`src/rtl/ccir_pkg.sv`:
```
package ccir_pkg;

   // Register byte offsets on the Avalon-MM slave
   localparam logic [7:0] CCIR_OFS_CFG = 8'h04;
   localparam logic [7:0] CCIR_OFS_EVT = 8'h08;
   localparam logic [7:0] CCIR_OFS_AUX = 8'h10;

   // Configuration register field positions
   localparam int CCIR_CFG_FACTOR_HI = 27;
   localparam int CCIR_CFG_FACTOR_LO = 18;
   localparam int CCIR_CFG_DBL = 17;
   localparam int CCIR_CFG_SRC = 16;
   localparam int CCIR_CFG_PB2 = 11;
   localparam int CCIR_CFG_PB1 = 8;
   localparam int CCIR_CFG_HS = 4;
   localparam int CCIR_CFG_STAT = 2;
   localparam int CCIR_CFG_SEL = 0;

   // Event register field positions
   localparam int CCIR_EVT_CLR = 16;
   localparam int CCIR_EVT_EN = 8;
   localparam int CCIR_EVT_FLAG = 0;
   localparam int CCIR_AUX_NMI_EN = 0;

   // Flag indices inside the event register
   localparam int CCIR_FLG_FAST_STUCK = 7;
   localparam int CCIR_FLG_MULT_STUCK = 6;
   localparam int CCIR_FLG_SLOW_STUCK = 5;
   localparam int CCIR_FLG_MULT_STB = 4;
   localparam int CCIR_FLG_FAST_STB = 3;
   localparam int CCIR_FLG_RCF_STB = 2;

   // Reset values
   localparam logic [31:0] CCIR_CFG_RESET = 32'h0002_0000;
   localparam logic [31:0] CCIR_EVT_RESET = 32'h0000_0000;
   localparam logic CCIR_DBL_RESET = 1'h1;

   // System clock source codes, shared by select and status
   localparam logic [1:0] CCIR_SRC_RC = 2'h0;
   localparam logic [1:0] CCIR_SRC_XTAL = 2'h1;
   localparam logic [1:0] CCIR_SRC_MULT = 2'h2;
   localparam logic [1:0] CCIR_SRC_RSVD = 2'h3;

   // Clock switch sequencer
   typedef enum logic [0:0] {CCIR_SW_IDLE, CCIR_SW_WAIT} ccir_sw_t;

   // Multiplier factor code to multiply value
   function automatic logic [4:0] ccir_factor_value(input logic [4:0] code);
      if (code < 5'hE) begin
         return 5'(code + 5'h2);
      end else if (code < 5'h10) begin
         return 5'h10;
      end else if (code == 5'h1F) begin
         return 5'h1F;
      end
      return 5'(code + 5'h1);
   endfunction : ccir_factor_value

   // High-speed bus divider code to log2 of the ratio
   function automatic logic [3:0] ccir_hs_shift(input logic [3:0] code);
      case (code)
         4'h8: return 4'h1;
         4'h9: return 4'h2;
         4'hA: return 4'h3;
         4'hB: return 4'h4;
         4'hC: return 4'h6;
         4'hD: return 4'h7;
         4'hE: return 4'h8;
         4'hF: return 4'h8;
         default: return 4'h0;
      endcase
   endfunction : ccir_hs_shift

   // Peripheral bus divider code to log2 of the ratio
   function automatic logic [3:0] ccir_pb_shift(input logic [2:0] code);
      return code[2] ? 4'({2'h0, code[1:0]} + 4'h1) : 4'h0;
   endfunction : ccir_pb_shift

endpackage : ccir_pkg

```
`src/rtl/ccir_div_if.sv`:
```
`timescale 1ns/1ps
`default_nettype none
// Carries one divider stage: input ticks and ratio in, divided ticks out
interface ccir_div_if;
   logic in_tick; // One tick per source period
   logic [3:0] shift; // log2 of the division ratio
   logic out_tick; // One tick per divided period
   modport src (output in_tick, output shift, input out_tick);
   modport div (input in_tick, input shift, output out_tick);
endinterface : ccir_div_if
`default_nettype wire

```
`src/rtl/ccir_clock_ctrl.sv`:
```
// The implementer's own choice: the Avalon-MM register port.
`timescale 1ns/1ps
`default_nettype none
// Notes on behaviour
// Codes 29 give x30; 30 and 31 x31.
// Software keeps multiplier output at most 100 MHz.
// Doubling bit 17: 0 doubles, 1 not.
// Source bit 16: 0 half RC, 1 crystal.
// Bus2 divider bits 13:11 divide 1..16.
// Bus1 divider bits 10:8 divide 1..16.
// Fast bus divider bits 7:4 up to 256.
// Status bits 3:2 show active system source.
// Select bits 1:0 request source; 11 reserved.
// Software polls status until switch completes.
// Leaving low power forces RC selection.
// Crystal failure while used forces RC selection.
// Write one clears stuck flags 23:21.
// Write one clears stable flags 20:16.
// Bit 14 enables multiplier stuck interrupt.
// Bit 13 enables slow crystal stuck interrupt.
// Bit 12 enables multiplier stable interrupt.
// Bit 11 enables fast crystal stable interrupt.
// Software writes reserved bits with reset value.
// Stable flags set only while enabled.
// Crystal stuck sets flag; NMI enable clears.
// Multiplier and slow crystal stuck set flags.
// Clear bits read zero; flag writes ignored.
// Interrupt while any enabled flag set.
module ccir_clock_ctrl
   import ccir_pkg::*;
(
   input wire logic i_clk,
   input wire logic i_rstn,
   input wire logic [7:0] i_avs_address,
   input wire logic i_avs_read,
   input wire logic i_avs_write,
   input wire logic [31:0] i_avs_writedata,
   input wire logic [3:0] i_avs_byteenable,
   output logic [31:0] o_avs_readdata,
   output logic o_avs_waitrequest,
   input wire logic [4:0] i_osc_stable,
   input wire logic [2:0] i_clk_stuck,
   input wire logic i_lowpower_exit,
   output logic [4:0] o_mult_factor,
   output logic o_mult_double,
   output logic o_mult_src_xtal,
   output logic [1:0] o_sysclk_active,
   output logic o_hsbus_tick,
   output logic o_pb1_tick,
   output logic o_pb2_tick,
   output logic o_irq,
   output logic o_nmi
);

   ////////////////////////////////////////////////////////////////////////////////
   // Bus slave

   logic wait_q; // Waitrequest, low for exactly one cycle per access
   logic [31:0] rdata_q; // Read data, loaded as waitrequest falls
   logic [31:0] rmux; // Read data before the register
   logic wr_go; // Write takes effect at this edge
   logic [31:0] wmask; // Byte enables widened to bits
   logic wr_cfg; // Write to configuration register
   logic wr_evt; // Write to event register
   logic wr_aux; // Write to auxiliary register

   // Configuration fields
   logic [4:0] factor_q; // Multiplier factor code
   logic dbl_q; // Doubling bit, 0 selects doubled clock
   logic src_q; // Multiplier source bit
   logic [2:0] pb2_q; // Bus2 divider code
   logic [2:0] pb1_q; // Bus1 divider code
   logic [3:0] hs_q; // Fast bus divider code
   logic [1:0] sel_q; // Requested system source
   logic [1:0] status_q; // Active system source
   ccir_sw_t sw_q; // Switch sequencer state

   // Event fields
   logic [6:0] en_q; // Interrupt enables for flags 6..0
   logic nmi_en_q; // Crystal stuck NMI enable
   logic [7:0] flag; // Sticky flags
   logic [7:0] flag_set; // Hardware set events
   logic [7:0] flag_clr; // Software clear strobes
   logic [4:0] stb_prev_q; // Previous oscillator stable levels
   logic irq_q; // Registered interrupt request
   logic nmi_q; // Registered NMI request

   // Fallback
   logic fast_fail; // Crystal failed while it is requested or feeds the system clock
   logic force_rc; // Any forced return to the RC oscillator

   assign wr_go = i_avs_write & ~wait_q;
   assign wmask = {{8{i_avs_byteenable[3]}}, {8{i_avs_byteenable[2]}},
                   {8{i_avs_byteenable[1]}}, {8{i_avs_byteenable[0]}}};
   assign wr_cfg = wr_go & (i_avs_address == CCIR_OFS_CFG);
   assign wr_evt = wr_go & (i_avs_address == CCIR_OFS_EVT);
   assign wr_aux = wr_go & (i_avs_address == CCIR_OFS_AUX);

   // One wait cycle, then a single accepting cycle; keeps read data registered
   always_ff @(posedge i_clk or negedge i_rstn) begin
      if (!i_rstn) begin
         wait_q <= 1'b1;
      end else if ((i_avs_read | i_avs_write) & wait_q) begin
         wait_q <= 1'b0;
      end else begin
         wait_q <= 1'b1;
      end
   end

   // Read multiplexer; unmapped offsets read zero
   always_comb begin
      rmux = 32'h0000_0000;
      case (i_avs_address)
         CCIR_OFS_CFG: begin
            rmux[CCIR_CFG_FACTOR_HI] = factor_q[4];
            rmux[CCIR_CFG_FACTOR_LO +: 4] = factor_q[3:0];
            rmux[CCIR_CFG_DBL] = dbl_q;
            rmux[CCIR_CFG_SRC] = src_q;
            rmux[CCIR_CFG_PB2 +: 3] = pb2_q;
            rmux[CCIR_CFG_PB1 +: 3] = pb1_q;
            rmux[CCIR_CFG_HS +: 4] = hs_q;
            rmux[CCIR_CFG_STAT +: 2] = status_q;
            rmux[CCIR_CFG_SEL +: 2] = sel_q;
         end
         CCIR_OFS_EVT: begin
            // Clear bits are write-only and read as zero
            rmux[CCIR_EVT_EN +: 7] = en_q;
            rmux[CCIR_EVT_FLAG +: 8] = flag;
         end
         CCIR_OFS_AUX: begin
            rmux[CCIR_AUX_NMI_EN] = nmi_en_q;
         end
         default: begin
            rmux = 32'h0000_0000;
         end
      endcase
   end

   // Capture read data as waitrequest drops
   always_ff @(posedge i_clk or negedge i_rstn) begin
      if (!i_rstn) begin
         rdata_q <= 32'h0000_0000;
      end else if (i_avs_read & wait_q) begin
         rdata_q <= rmux;
      end
   end

   assign o_avs_readdata = rdata_q;
   assign o_avs_waitrequest = wait_q;

   ////////////////////////////////////////////////////////////////////////////////
   // Configuration register

   // Multiplier and divider fields, byte-lane masked
   always_ff @(posedge i_clk or negedge i_rstn) begin
      if (!i_rstn) begin
         factor_q <= 5'h00;
         dbl_q <= CCIR_DBL_RESET;
         src_q <= 1'b0;
         pb2_q <= 3'h0;
         pb1_q <= 3'h0;
         hs_q <= 4'h0;
      end else if (wr_cfg) begin
         if (wmask[CCIR_CFG_FACTOR_HI]) begin
            factor_q[4] <= i_avs_writedata[CCIR_CFG_FACTOR_HI];
         end
         if (wmask[CCIR_CFG_FACTOR_LO]) begin
            factor_q[3:0] <= i_avs_writedata[CCIR_CFG_FACTOR_LO +: 4];
            dbl_q <= i_avs_writedata[CCIR_CFG_DBL];
            src_q <= i_avs_writedata[CCIR_CFG_SRC];
         end
         if (wmask[CCIR_CFG_PB1]) begin
            pb2_q <= i_avs_writedata[CCIR_CFG_PB2 +: 3];
            pb1_q <= i_avs_writedata[CCIR_CFG_PB1 +: 3];
         end
         if (wmask[CCIR_CFG_HS]) begin
            hs_q <= i_avs_writedata[CCIR_CFG_HS +: 4];
         end
      end
   end

   // Crystal failure counts only while the crystal is requested or feeds the system clock
   assign fast_fail = i_clk_stuck[2] &
      ((sel_q == CCIR_SRC_XTAL) | (status_q == CCIR_SRC_XTAL) |
       (((sel_q == CCIR_SRC_MULT) | (status_q == CCIR_SRC_MULT)) & src_q));
   assign force_rc = i_lowpower_exit | fast_fail;

   // Source request; forcing beats a software write, reserved code is dropped
   always_ff @(posedge i_clk or negedge i_rstn) begin
      if (!i_rstn) begin
         sel_q <= CCIR_SRC_RC;
      end else if (force_rc) begin
         sel_q <= CCIR_SRC_RC;
      end else if (wr_cfg & wmask[CCIR_CFG_SEL] &
                   (i_avs_writedata[CCIR_CFG_SEL +: 2] != CCIR_SRC_RSVD)) begin
         sel_q <= i_avs_writedata[CCIR_CFG_SEL +: 2];
      end
   end

   ////////////////////////////////////////////////////////////////////////////////
   // System clock switch

   // Status follows the request once the target source reports stable;
   // an unstable target leaves the old source running until it is
   always_ff @(posedge i_clk or negedge i_rstn) begin
      if (!i_rstn) begin
         sw_q <= CCIR_SW_IDLE;
         status_q <= CCIR_SRC_RC;
      end else begin
         case (sw_q)
            CCIR_SW_IDLE: begin
               if (sel_q != status_q) begin
                  sw_q <= CCIR_SW_WAIT;
               end
            end
            CCIR_SW_WAIT: begin
               if (sel_q == status_q) begin
                  sw_q <= CCIR_SW_IDLE;
               end else if ((sel_q == CCIR_SRC_RC && i_osc_stable[CCIR_FLG_RCF_STB]) ||
                            (sel_q == CCIR_SRC_XTAL && i_osc_stable[CCIR_FLG_FAST_STB]) ||
                            (sel_q == CCIR_SRC_MULT && i_osc_stable[CCIR_FLG_MULT_STB])) begin
                  status_q <= sel_q;
                  sw_q <= CCIR_SW_IDLE;
               end
            end
            default: begin
               sw_q <= CCIR_SW_IDLE;
            end
         endcase
      end
   end

   // Registered controls towards the multiplier and clock mux
   always_ff @(posedge i_clk or negedge i_rstn) begin
      if (!i_rstn) begin
         o_mult_factor <= 5'h02;
         o_mult_double <= ~CCIR_DBL_RESET;
         o_mult_src_xtal <= 1'b0;
         o_sysclk_active <= CCIR_SRC_RC;
      end else begin
         o_mult_factor <= ccir_factor_value(factor_q);
         o_mult_double <= ~dbl_q;
         o_mult_src_xtal <= src_q;
         o_sysclk_active <= status_q;
      end
   end

   ////////////////////////////////////////////////////////////////////////////////
   // Bus clock dividers

   ccir_div_if hs_if();
   ccir_div_if p1_if();
   ccir_div_if p2_if();

   // Fast bus ticks from every system clock; peripheral buses from fast bus ticks
   assign hs_if.in_tick = 1'b1;
   assign hs_if.shift = ccir_hs_shift(hs_q);
   assign p1_if.in_tick = hs_if.out_tick;
   assign p1_if.shift = ccir_pb_shift(pb1_q);
   assign p2_if.in_tick = hs_if.out_tick;
   assign p2_if.shift = ccir_pb_shift(pb2_q);

   ccir_tick_div u_hs_div (.i_clk(i_clk), .i_rstn(i_rstn), .bus(hs_if.div));
   ccir_tick_div u_p1_div (.i_clk(i_clk), .i_rstn(i_rstn), .bus(p1_if.div));
   ccir_tick_div u_p2_div (.i_clk(i_clk), .i_rstn(i_rstn), .bus(p2_if.div));

   assign o_hsbus_tick = hs_if.out_tick;
   assign o_pb1_tick = p1_if.out_tick;
   assign o_pb2_tick = p2_if.out_tick;

   ////////////////////////////////////////////////////////////////////////////////
   // Event register

   // Enables are plain read-write; flag bits 7:0 ignore writes
   always_ff @(posedge i_clk or negedge i_rstn) begin
      if (!i_rstn) begin
         en_q <= CCIR_EVT_RESET[CCIR_EVT_EN +: 7];
      end else if (wr_evt & wmask[CCIR_EVT_EN]) begin
         en_q <= i_avs_writedata[CCIR_EVT_EN +: 7];
      end
   end

   // NMI enable lives in its own register
   always_ff @(posedge i_clk or negedge i_rstn) begin
      if (!i_rstn) begin
         nmi_en_q <= 1'b0;
      end else if (wr_aux & wmask[CCIR_AUX_NMI_EN]) begin
         nmi_en_q <= i_avs_writedata[CCIR_AUX_NMI_EN];
      end
   end

   // Edge detect on stable levels so a held level sets a flag once
   always_ff @(posedge i_clk or negedge i_rstn) begin
      if (!i_rstn) begin
         stb_prev_q <= 5'h00;
      end else begin
         stb_prev_q <= i_osc_stable;
      end
   end

   // Stable flags only with their enable; stuck flags always
   assign flag_set[4:0] = i_osc_stable & ~stb_prev_q & en_q[4:0];
   assign flag_set[7:5] = i_clk_stuck;

   // Write-one clears; a written NMI enable of one also clears the crystal flag
   assign flag_clr[6:0] = {7{wr_evt & wmask[CCIR_EVT_CLR]}} &
                          i_avs_writedata[CCIR_EVT_CLR +: 7];
   assign flag_clr[7] = (wr_evt & wmask[CCIR_EVT_CLR + 7] &
                         i_avs_writedata[CCIR_EVT_CLR + 7]) |
                        (wr_aux & wmask[CCIR_AUX_NMI_EN] &
                         i_avs_writedata[CCIR_AUX_NMI_EN]);

   for (genvar g = 0; g < 8; g++) begin : g_flag
      ccir_flag_cell u_flag (
         .i_clk(i_clk),
         .i_rstn(i_rstn),
         .i_set(flag_set[g]),
         .i_clr(flag_clr[g]),
         .o_flag(flag[g])
      );
   end

   // Interrupt and NMI requests follow the enabled flags
   always_ff @(posedge i_clk or negedge i_rstn) begin
      if (!i_rstn) begin
         irq_q <= 1'b0;
         nmi_q <= 1'b0;
      end else begin
         irq_q <= |(flag[6:0] & en_q);
         nmi_q <= flag[CCIR_FLG_FAST_STUCK] & nmi_en_q;
      end
   end

   assign o_irq = irq_q;
   assign o_nmi = nmi_q;
endmodule : ccir_clock_ctrl
`default_nettype wire

```
`src/rtl/ccir_flag_cell.sv`:
```
`timescale 1ns/1ps
`default_nettype none
module ccir_flag_cell (
   input wire logic i_clk,
   input wire logic i_rstn,
   input wire logic i_set,
   input wire logic i_clr,
   output logic o_flag
);
   // Sticky flag; an event in the clearing cycle is kept, so set wins
   always_ff @(posedge i_clk or negedge i_rstn) begin
      if (!i_rstn) begin
         o_flag <= 1'b0;
      end else if (i_set) begin
         o_flag <= 1'b1;
      end else if (i_clr) begin
         o_flag <= 1'b0;
      end
   end
endmodule : ccir_flag_cell
`default_nettype wire

```
`src/rtl/ccir_tick_div.sv`:
```
`timescale 1ns/1ps
`default_nettype none
module ccir_tick_div (
   input wire logic i_clk,
   input wire logic i_rstn,
   ccir_div_if.div bus
);
   logic [7:0] cnt_q; // Source ticks seen in this divided period
   logic [7:0] limit; // Last count of a period
   logic tick_q; // Registered divided tick

   // Ratio up to 256, so the limit always fits eight bits
   assign limit = 8'((9'h1 << bus.shift) - 9'h1);

   // Count source ticks; a ratio change takes effect at once, a count already past the new limit wrapping at the next source tick
   always_ff @(posedge i_clk or negedge i_rstn) begin
      if (!i_rstn) begin
         cnt_q <= 8'h00;
      end else if (bus.in_tick) begin
         cnt_q <= (cnt_q >= limit) ? 8'h00 : 8'(cnt_q + 8'h01);
      end
   end

   // One divided tick on the last source tick of each period
   always_ff @(posedge i_clk or negedge i_rstn) begin
      if (!i_rstn) begin
         tick_q <= 1'b0;
      end else begin
         tick_q <= bus.in_tick & (cnt_q >= limit);
      end
   end

   assign bus.out_tick = tick_q;
endmodule : ccir_tick_div
`default_nettype wire

```
`config.mk`:
```
export PLATFORM = sky130hd
export DESIGN_NAME = ccir_clock_ctrl
export DESIGN_NICKNAME = d
export VERILOG_FILES = /design/src/rtl/ccir_pkg.sv /design/src/rtl/ccir_div_if.sv /design/src/rtl/ccir_clock_ctrl.sv /design/src/rtl/ccir_flag_cell.sv /design/src/rtl/ccir_tick_div.sv
export SDC_FILE = /design/constraint.sdc
export NUM_CORES = 1
export LEC_CHECK = 0
export BUFFER_PORTS_ARGS = -buffer_cell sky130_fd_sc_hd__buf_2
export CAP_MARGIN = 20
export CORE_MARGIN = 2
export CORE_UTILIZATION = 60
export CTS_BUF_LIST = sky130_fd_sc_hd__clkbuf_4
export CTS_CLUSTER_DIAMETER = 150
export CTS_CLUSTER_SIZE = 20
export DETAILED_ROUTE_END_ITERATION = 7
export PLACE_DENSITY = 0.95
export SYNTH_ARGS = -nofsm -noshare
export SYNTH_HDL_FRONTEND = slang
export SYNTH_SLANG_ARGS = --single-unit
```
`constraint.sdc`:
```
create_clock -name i_clk -period 4.6 [get_ports i_clk]
set_input_delay 0.46 -clock i_clk [delete_from_list [all_inputs] [get_ports i_clk]]
set_output_delay 0.46 -clock i_clk [all_outputs]
set_load 0.02 [all_outputs]
```
Yosys cells after proc, flatten, opt, wreduce, memory -nomap -nowiden
Memory sizes are Yosys's and may differ from the RTL's.
Cells that the tools add are included.
{ "op_classes": {"mux": 40, "n_addsub": 10, "n_reduce_logical": 21, "n_bitwise": 33, "multipliers": 0, "order_cmp": 5, "n_shift": 3, "n_eq_ne": 11, "n_div": 0} }
{ "ops": {"columns": ["operator", "n"], "rows": [
  ["one-hot mux 13 bit (2 select lines)", 1],
  ["2-to-1 mux 1 bit", 25],
  ["adder 8 x 1 -> 8 bit, second input constant", 3],
  [">= comparator 8 bit", 3],
  ["2-to-1 mux 8 bit", 3],
  ["subtractor 8 x 1 -> 8 bit, second input constant", 3],
  ["2-to-1 mux 5 bit", 4],
  ["AND 1 bit", 18],
  ["nonzero test 2 bit", 9],
  ["<< shifter 1 x 3 -> 8 bit, first input constant", 2],
  ["AND 7 bit", 2],
  ["AND 5 bit", 2],
  ["== test 8 x 3 -> 1 bit, second input constant", 1],
  ["== test 8 x 4 -> 1 bit, second input constant", 1],
  ["== test 8 x 5 -> 1 bit, second input constant", 1],
  ["AND reduction 2 bit", 4],
  ["<< shifter 1 x 4 -> 8 bit, first input constant", 1],
  ["OR reduction 7 bit", 1],
  ["adder 2 x 1 -> 3 bit, second input constant", 2],
  ["2-to-1 mux 3 bit", 2],
  ["2-to-1 mux 6 bit", 1],
  ["bitwise OR 1 bit", 6],
  ["adder 5 x 1 -> 5 bit, second input constant", 1],
  ["adder 5 x 2 -> 5 bit, second input constant", 1],
  ["other kinds (17)", 26]
]} }
{ "totals": {"register_bits": 104, "out_inout_bits": 47, "memories": 1, "rom_bits": 64, "mem_bits_rw": 0, "wordCells": 159, "inputBits": 57, "latch_bits": 0} }
{ "memory_table": {"columns": ["memory", "words", "width", "read_ports", "rd_ports_with_merged_regs", "wr", "line", "text"], "rows": [
  ["(name not given)", 16, 4, 1, 0, 0, "ccir_pkg.sv:61", "case (code)"]
]} }

Depth between registers and ports, before layout
Gate-level depths: netlist of the first run.
{ "logic_depth": {"word_depth": 8, "ltp_mapped": 14, "depth_no_buf": 13} }

Hierarchy
Synthesis of the first run repeated with hierarchy kept, for this count alone.
{ "hier_totals": {"hier_cells": 547, "area_unflattened_um2": 5713.0} }
{ "by_module_without_submodules": {"columns": ["mod", "cells_each", "instances", "seq_area_each_um2", "area_each_um2"], "rows": [
  ["ccir_clock_ctrl", 298, 1, 1730.4, 3238.1],
  ["ccir_tick_div", 75, 3, 225.2, 728.2],
  ["ccir_flag_cell", 3, 8, 25.0, 36.3]
]} }

Worst setup path after synthesis of the first run
Ideal clock, no wire load.
{ "synth_path": {"path_type": "register to register", "from": "reg pb2_q[0]", "to": "reg u_p2_div.cnt_q[3]", "synth_period_minus_slack_ns": 3.091, "required_time_ns": 4.517, "path_stages_with_launch": 13, "t_arrival_ns": 3.008, "slack_ns": 1.509, "path_buffers": 1, "cell_sequence": "dfrtp_1 -> ha_1 -> clkbuf_1 -> nor2_1 -> a21boi_0 -> ha_1 -> xor2_1 -> ha_1 -> a211oi_1 -> o21ai_0 -> a211oi_1 -> nand2_1 -> o22ai_1"} }
{ "synth_between": {"elab_chain_len": 6} }
{ "synth_lines": {"columns": ["element", "line", "text"], "rows": [
  ["from (decl)", "ccir_clock_ctrl.sv:71", "logic [2:0] pb2_q;"],
  ["from (signal assigned)", "ccir_clock_ctrl.sv:173", "pb2_q <= i_avs_writedata[CCIR_CFG_PB2 +: 3];"],
  ["adder 2 x 1 -> 3 bit", "ccir_pkg.sv:76", "return code[2] ? 4'({2'h0, code[1:0]} + 4'h1) : 4'h0;"],
  ["2-to-1 mux 3 bit", "ccir_pkg.sv:76", null],
  ["<< shifter 1 x 3 -> 8 bit", "ccir_tick_div.sv:13", "assign limit = 8'((9'h1 << bus.shift) - 9'h1);"],
  ["subtractor 8 x 1 -> 8 bit", "ccir_tick_div.sv:13", null],
  [">= comparator 8 bit", "ccir_tick_div.sv:20", "cnt_q <= (cnt_q >= limit) ? 8'h00 : 8'(cnt_q + 8'h01);"],
  ["2-to-1 mux 8 bit", "ccir_tick_div.sv:20", null],
  ["to (signal assigned)", "ccir_tick_div.sv:20", null],
  ["to (decl)", "ccir_tick_div.sv:8", "logic [7:0] cnt_q;"]
]} }
Every way passes these cells.
A chain may end at the register's enable or synchronous reset.

Worst setup path in the final report of the first run
{ "layout_path": {"from": "reg pb2_q[0]", "to": "reg u_p2_div.cnt_q[4]"} }
Same word-level chain as after synthesis.

==> flow_summary_export.csv, run 1 <==
group,metric,value,unit
run_status,status,"finished, final reports clean",
route,wire_per_inst,16.9,µm
power_and_ir_drop,clockPowerShare,0.248,
power_and_ir_drop,p_int,1.28,mW
cts,clock_latency,0.49,ns
setup_path,critPathMaxStageDelay,0.61,ns
timing,min_period,3.77,ns
timing,relSlewSlack,0.494,
yosys,ys_async_sr_fraction,1.00,
setup_path,required,5.02,ns
floorplan,rows,33,
route,drc,0,
final_layout,final_cell_mix,"dfrtp_1, buf_2, nand2_1",
route,dr_wl_met3,884,µm
route,drt-total-wl,11800,µm
grt,grt-ovfl-total,0,
power_and_ir_drop,power.density,339,nW/µm²
timing,setup_tns,0,ns
timing,worst_slew_pin_slew,0.755,ns
yosys,syn_avg_cell_area,10.2,µm²
floorplan,die_h,97.2,µm
cts,cts_sinks,104,
grt,grt_pass1_wl,19400,µm
floorplan,ios,104,
final_layout,fin_cells,700,
placed_design,port_buffers,83,
yosys,synth.area.top_cells,"dfrtp_1, ha_1, nand2_1",
cts,postCtsSetupBuffers,0,
final_layout,drive_gt1_frac,0.225,
setup_path,reg2reg_slack,0.83,ns
floorplan,core_area,8300,µm²
job,drv_cap,0,
final_layout,synthToLayoutAreaGrowth,12.1,%
setup_path,reg2reg_depth,13,
placed_design,gp_congestion,0.887,
setup_path,r2r_start,"pb2_q[0]",
power_and_ir_drop,seq_power_share,0.541,
grt,grt_pass1_vias,4122,
setup_path,end_kind,"flip-flop",
yosys,synth_top_area_share,0.485,
hold_path,min_from,"i_avs_read",
grt,grt_max_degree,54,
setup_path,cp_num_buf_inv,0,
timing,fin_ws,0.828,ns
grt,grt_usage,0.253,
cts,h-tree-depth,3,
final_layout,final_common_cell,"dfrtp_1",
setup_path,path_max_fanout,9,
timing,setup_viol,0,
route,drt_pass1_iterations,5,
route,drt-met1-wl,4620,µm
timing,slew_violations,0,
power_and_ir_drop,power.switching,0.693,mW
route,ant_nets,0,
yosys,postSynthCellCount,509,
power_and_ir_drop,combPwrFrac,0.211,
hold_path,hold_path_end,"o_avs_waitrequest",
setup_path,crit_chain,"ha_1, nor2_1, a21boi_0, ha_1, nand3b_1, o21ai_0, a22oi_1, ha_1, a211oi_1, nor2_1, a211oi_1, nand2_1, o22ai_1",
yosys,ys_seq_elements,104,
setup_path,critical_path_class,"reg2reg",
route,via_per_inst,6.10,
power_and_ir_drop,p_leak,2.81,nW
timing,fmax,265,MHz
power_and_ir_drop,ir_worst_vdd,0.245,mV
setup_path,r2r_end,"u_p2_div.cnt_q[4]",
power_and_ir_drop,total_power,1.98,mW
floorplan,die_w,97.2,µm
timing,rsz0062_at_grt,"no",
yosys,synth_area_leader_cell,"dfrtp_1",
grt,antenna_found_initial,0,
setup_path,crit_arrival,4.19,ns
cts,cts-root-buf,"clkbuf_4",
cts,cts_buffer_depth,2,
placed_design,place_ws,0.974,ns
hold_path,min_path_cells,2,
cts,cts_tree,"built",
floorplan,die_area,9440,µm²
timing,fin_skew,0.0269,ns
yosys,synth_cell_types,54,
placed_design,dp_cells,683,
cts,clkTransAtPathRegs,0.19,ns
yosys,synth-edff-count,0,
timing,hold_viol,0,
route,via_count,4269,
route,drt-initial-drc-count,207,
power_and_ir_drop,switching_share,0.351,
route,top_layer_used,"met4",
final_layout,num_antenna_cells,0,
timing,timing.final.crit_share,0.820,
route,route.met2.wl,6030,µm
placed_design,dp_hpwl,8690,µm
setup_path,crit_path_frequent_cell,"ha_1",
final_layout,postLayoutCoreUtil,0.704,
setup_path,critical_path.slowest_cell,"a211oi_1",
cts,cts_inserted_buffers,9,
hold_path,hold_path.class,"in2reg",
setup_path,cp-start-kind,"flip-flop",
final_layout,nets,680,
yosys,synth-main-ff-cell,"dfrtp_1",
yosys,netlist_area,5210,µm²
yosys,ys_warn_count,0,
setup_path,crit_family,"compound AO/OA/AOI/OAI gates",
yosys,seq_area_frac_synth,0.500,
floorplan,initial_core_util,0.628,
-- cell families (layout without fill, tap and decap cells) --
family | count (synthesis) | in the layout | synth area share
buffers and inverters | 43 | 120 | 0.0384
and+or+nand+nor | 177 | 177 | 0.166
adders and majority gates | 33 | 33 | 0.0793
AOI/OAI and AO/OA | 108 | 108 | 0.133
xor gates and xnor gates | 18 | 18 | 0.0303
DFF | 104 | 104 | 0.500
muxes | 24 | 24 | 0.0507
other | 2 | 11 | 0.00144
-- worst max-delay path by stage --
stage / startpoint / slack, ns / cells past startpoint / end
2_1_floorplan: pb2_q[0] / 1.51 / 12 / u_p2_div.cnt_q[3]
3_3_place_gp: pb2_q[0] / 1.32 / 13 / u_p2_div.cnt_q[3]
3_5_place_dp: pb2_q[0] / 0.97 / 13 / u_p2_div.cnt_q[4]
4_1_cts: pb2_q[0] / 0.91 / 13 / u_p2_div.cnt_q[4]
5_1_grt: pb2_q[0] / 0.55 / 13 / u_p2_div.cnt_q[4]
6_report: pb2_q[0] / 0.83 / 13 / u_p2_div.cnt_q[4]
-- synthesized netlist by cell type, drive strengths merged (2+ instances only) --
cell type / n
nand4: 5
a21o: 6
nand2b: 9
conb: 2
mux2i: 5
dfrtp: 101
xnor2: 8
or2: 2
nand4b: 4
nor2b: 6
a21boi: 2
nor2: 36
nor4: 2
inv: 18
mux2: 19
a31oi: 4
o21ai: 40
buf: 11
o2bb2ai: 9
nand3b: 5
dfstp: 3
ha: 33
clkbuf: 14
and2: 2
o22ai: 4
xor2: 10
nand3: 19
or4: 2
a21oi: 14
o31ai: 2
nor3: 6
nand2: 70
and3: 5
a211oi: 4
a22oi: 17
-- power by group through the flow --
stage	Clock, mW	Sequential (mW)	Combinational [mW]
CTS	0.494	1.07	0.417
global placement	0	1.08	0.378
floorplan	0	1.08	0.279
global route	0.531	1.08	0.468
detailed placement	0	1.08	0.414
finish	0.490	1.07	0.417
-- what timing repair did --
item / 4_1_cts / 5_1_grt
hold buffers: 1 / 0
gates resized for setup: 0 / 0
endpoints found under the hold margin: 5 / 0
-- layer usage --
layer  track usage  up-vias
met2         0.427      189
met3        0.0460       28
li1              -     1950
met4        0.0932        0
met1         0.327     2102
met5             0        -
-- state kept, by name, summed over array words and instances (netlist names), 2 cells and up --
name                  count
o_avs_readdata           22
g_flag.u_flag.o_flag      8
u_hs_div.cnt_q            8
u_p1_div.cnt_q            8
u_p2_div.cnt_q            8
en_q                      7
factor_q                  5
o_mult_factor             5
stb_prev_q                5
hs_q                      4
pb1_q                     3
pb2_q                     3
o_sysclk_active           2
sel_q                     2
status_q                  2
-- through the flow --
stage               hold WS, ns  instance area [µm²]
global route             0.0910                 5840
finish                   0.0999                 5840
CTS                      0.0907                 5840
detailed placement        0.406                 5670
floorplan                 0.164                 5240
global placement          0.396                 5670
-- layout make-up --
| cell class | instances | area [µm²] |
|---|---|---|
| Fill cell | 601 | 2460 |
| Sequential cell | 104 | 2610 |
| Clock buffer | 9 | 67.6 |
| Multi-Input combinational cell | 371 | 2440 |
| Tap cell | 105 | 131 |
| Clock inverter | 7 | 87.6 |
| Timing Repair Buffer | 86 | 443 |
| Inverter | 18 | 67.6 |
Note: power is estimated with default switching activity, not from simulation.
==> run 2, diff against run 1 <==
Settings changed: ABC_AREA set to 1, CORE_UTILIZATION 60 to 52, PLACE_DENSITY 0.95 to 0.89.
Clock period 4.6 ns to 3.2 ns, I/O delays scaled along.
==> run 2 against run 1 <==
  * Total power up 48%
  * Final area up 6.6%
  * Clock-buffer cell count unchanged
  * Global-route usage down 3.6 points
  * Utilization down 9.8 points
  * Die area up 20%
  * Sequential power up 44%
  * Register-to-register slack worse by 0.24 ns
  * First-iteration DRC count down 17%
  * Via count up 5.5%
  * Sequential share of layout area down 2.8 points
  * Synthesized cell count up 25%
  * Highest routed layer unchanged
==> flow_summary_export.csv, run 2 <==
group,metric,value,unit
grt,grt_pass1_wl,19600,µm
timing,setup_tns,0,ns
power_and_ir_drop,switching_share,0.351,
power_and_ir_drop,power.switching,1.03,mW
cts,h-tree-depth,3,
power_and_ir_drop,seq_power_share,0.529,
floorplan,core_area,10300,µm²
hold_path,hold_path.class,"in2reg",
timing,min_period,2.62,ns
cts,clkTransAtPathRegs,0.20,ns
final_layout,final_cell_area,6230,µm²
setup_path,crit_arrival,2.98,ns
timing,slew_violations,0,
route,ant_nets,0,
yosys,synth_top_family_by_area,"simple AND/OR/NAND/NOR gates",
yosys,synth_cell_types,40,
job,drv_cap,0,
timing,setup_viol,0,
hold_path,min_from,"i_lowpower_exit",
floorplan,initial_core_util,0.531,
yosys,synth.area.top_cells,"dfrtp_1, nand2_1, ha_1",
placed_design,gp_congestion,0.872,
cts,cts-root-buf,"clkbuf_4",
timing,relSlewSlack,0.494,
timing,fmax,382,MHz
power_and_ir_drop,p_leak,3.30,nW
yosys,ys_async_sr_fraction,1.00,
yosys,synth-main-ff-cell,"dfrtp_1",
final_layout,largest_reg_flops,22,
power_and_ir_drop,power.density,469,nW/µm²
setup_path,crit_path_frequent_cell,"ha_1",
floorplan,die_h,106,µm
yosys,synth_xor_area_frac,0.0289,
cts,cts_inserted_buffers,9,
floorplan,ios,104,
final_layout,drive_gt1_frac,0.165,
floorplan,die_area,11300,µm²
setup_path,reg2reg_depth,13,
hold_path,hold_path_end,"sel_q[0]",
yosys,ys_seq_elements,104,
cts,cts_tree,"built",
yosys,synth-edff-count,0,
setup_path,cp-start-kind,"flip-flop",
grt,grt_pass1_vias,4304,
route,drc,0,
timing,rsz0062_at_grt,"no",
setup_path,crit_chain,"ha_1, nand2_1, nand3_1, ha_1, o21ai_0, nand3b_1, xor2_1, ha_1, nand2_1, o21a_1, a21oi_1, buf_4, nor2_1",
timing,fin_skew,0.0318,ns
yosys,yosys.area_share.simple,0.234,
route,drt_pass1_iterations,4,
yosys,netlist_area,5460,µm²
yosys,ys_warn_count,0,
timing,worst_slew_pin_slew,0.757,ns
setup_path,critical_path.slowest_cell,"dfrtp_1",
yosys,syn_avg_cell_area,8.57,µm²
setup_path,r2r_start,"pb2_q[0]",
yosys,synth_area_leader_cell,"dfrtp_1",
final_layout,synthToLayoutAreaGrowth,14.0,%
setup_path,crit_family,"adder cells",
final_layout,final_common_cell,"nand2_1",
grt,grt_usage,0.217,
final_layout,final_cell_mix,"nand2_1, dfrtp_1, inv_1",
power_and_ir_drop,combPwrFrac,0.237,
setup_path,critical_path_class,"reg2reg",
yosys,synth_top_area_share,0.463,
placed_design,dp_hpwl,8730,µm
timing,hold_viol,0,
placed_design,place_area,5980,µm²
route,via_per_inst,5.14,
route,via_count,4503,
power_and_ir_drop,ir_worst_vdd,0.371,mV
yosys,synth.most_common_cell,"nand2_1",
run_status,status,"finished, final reports clean",
timing,timing.final.crit_share,0.817,
cts,clock_latency,0.48,ns
cts,cts_buffer_depth,2,
yosys,seq_area_frac_synth,0.477,
placed_design,port_buffers,83,
final_layout,num_antenna_cells,0,
yosys,postSynthCellCount,637,
setup_path,reg2reg_slack,0.58,ns
route,drt-initial-drc-count,172,
yosys,synth_commonest_cells,"nand2_1, dfrtp_1, inv_1, nor2_1, a21oi_1",
yosys,synth-compound-area-share,0.0983,
hold_path,min_path_cells,4,
floorplan,rows,37,
grt,grt-ovfl-total,0,
power_and_ir_drop,clockPowerShare,0.234,
grt,grt_max_degree,47,
final_layout,postLayoutCoreUtil,0.606,
floorplan,die_w,106,µm
grt,antenna_found_initial,0,
setup_path,critPathMaxStageDelay,0.46,ns
yosys,synth.mux.area_fraction,0,
power_and_ir_drop,p_int,1.89,mW
setup_path,required,3.56,ns
route,wire_per_inst,13.5,µm
setup_path,path_max_fanout,7,
route,drt-total-wl,11800,µm
final_layout,nets,825,
setup_path,r2r_end,"u_p2_div.cnt_q[3]",
setup_path,end_kind,"flip-flop",
yosys,yosys.area_share.adder,0.0756,
cts,cts_sinks,104,
setup_path,cp_num_buf_inv,1,
run 2: stage by stage:
step	total power [mW]	cells	hold WS, ns	setup slack, ns
2_1_floorplan	2.02	646	0.0244	0.675
3_3_place_gp	2.23	850	0.347	0.617
3_5_place_dp	2.25	850	0.362	0.582
4_1_cts	2.94	873	0.00206	0.581
5_1_grt	3.12	876	0.0326	0.313
6_report	2.92	876	0.0487	0.584
run 2: cell type report:
| cell class | count | area [µm²] |
|---|---|---|
| Timing Repair Buffer | 97 | 548 |
| Clock buffer | 9 | 67.6 |
| Sequential cell | 104 | 2610 |
| Multi-Input combinational cell | 436 | 2430 |
| Fill cell | 911 | 4050 |
| Clock inverter | 7 | 80.1 |
| Tap cell | 136 | 170 |
| Inverter | 87 | 327 |
run 2: worst min-delay path, stage by stage:
cell	delay (ns)
buf_2	0.08
a21oi_1	0.04
nand2_1	0.05
nor2_1	0.04
run 2: per-layer routing:
layer | vias to the layer above | GRT usage | share of wire
li1 | 2236 | - | -
met1 | 2134 | 0.274 | 0.44
met2 | 119 | 0.380 | 0.50
met3 | 14 | 0.0454 | 0.048
met4 | 0 | 0.0538 | 0.013
met5 | - | 0 | 0
run 2: worst max path at each step:
stage	end	depth (start not counted)	startpoint
after detailed placement	u_p2_div.cnt_q[3]	13	pb2_q[0]
after floorplan	u_p2_div.cnt_q[2]	12	pb2_q[0]
after global placement	u_p2_div.cnt_q[3]	13	pb2_q[0]
after global routing	u_hs_div.cnt_q[7]	16	hs_q[1]
after CTS	u_p2_div.cnt_q[3]	13	pb2_q[0]
final	u_p2_div.cnt_q[3]	13	pb2_q[0]
run 2: power groups by stage:
stage	Clock, mW	Combinational, mW	Sequential (mW)
floorplan	0	0.411	1.60
global placement	0	0.662	1.56
detailed placement	0	0.683	1.57
CTS	0.702	0.696	1.54
global route	0.749	0.806	1.56
finish	0.683	0.690	1.54
run 2: repair_timing:
action | in CTS | in global routing
resized for setup | 0 | 0
hold buffers | 7 | 3
buffers inserted | 0 | 0
hold endpoints to repair | 47 | 3
run 2: logic make-up (layout without fill, tap and decap cells):
logic type / count (synthesis) / count (layout)
AO/OA/AOI/OAI: 97 / 97
other: 2 / 11
AND/OR/NAND/NOR: 277 / 277
XOR/XNOR: 18 / 18
adder cells (fa/ha/maj): 33 / 33
flip-flops: 104 / 104
buffers and inverters: 106 / 200
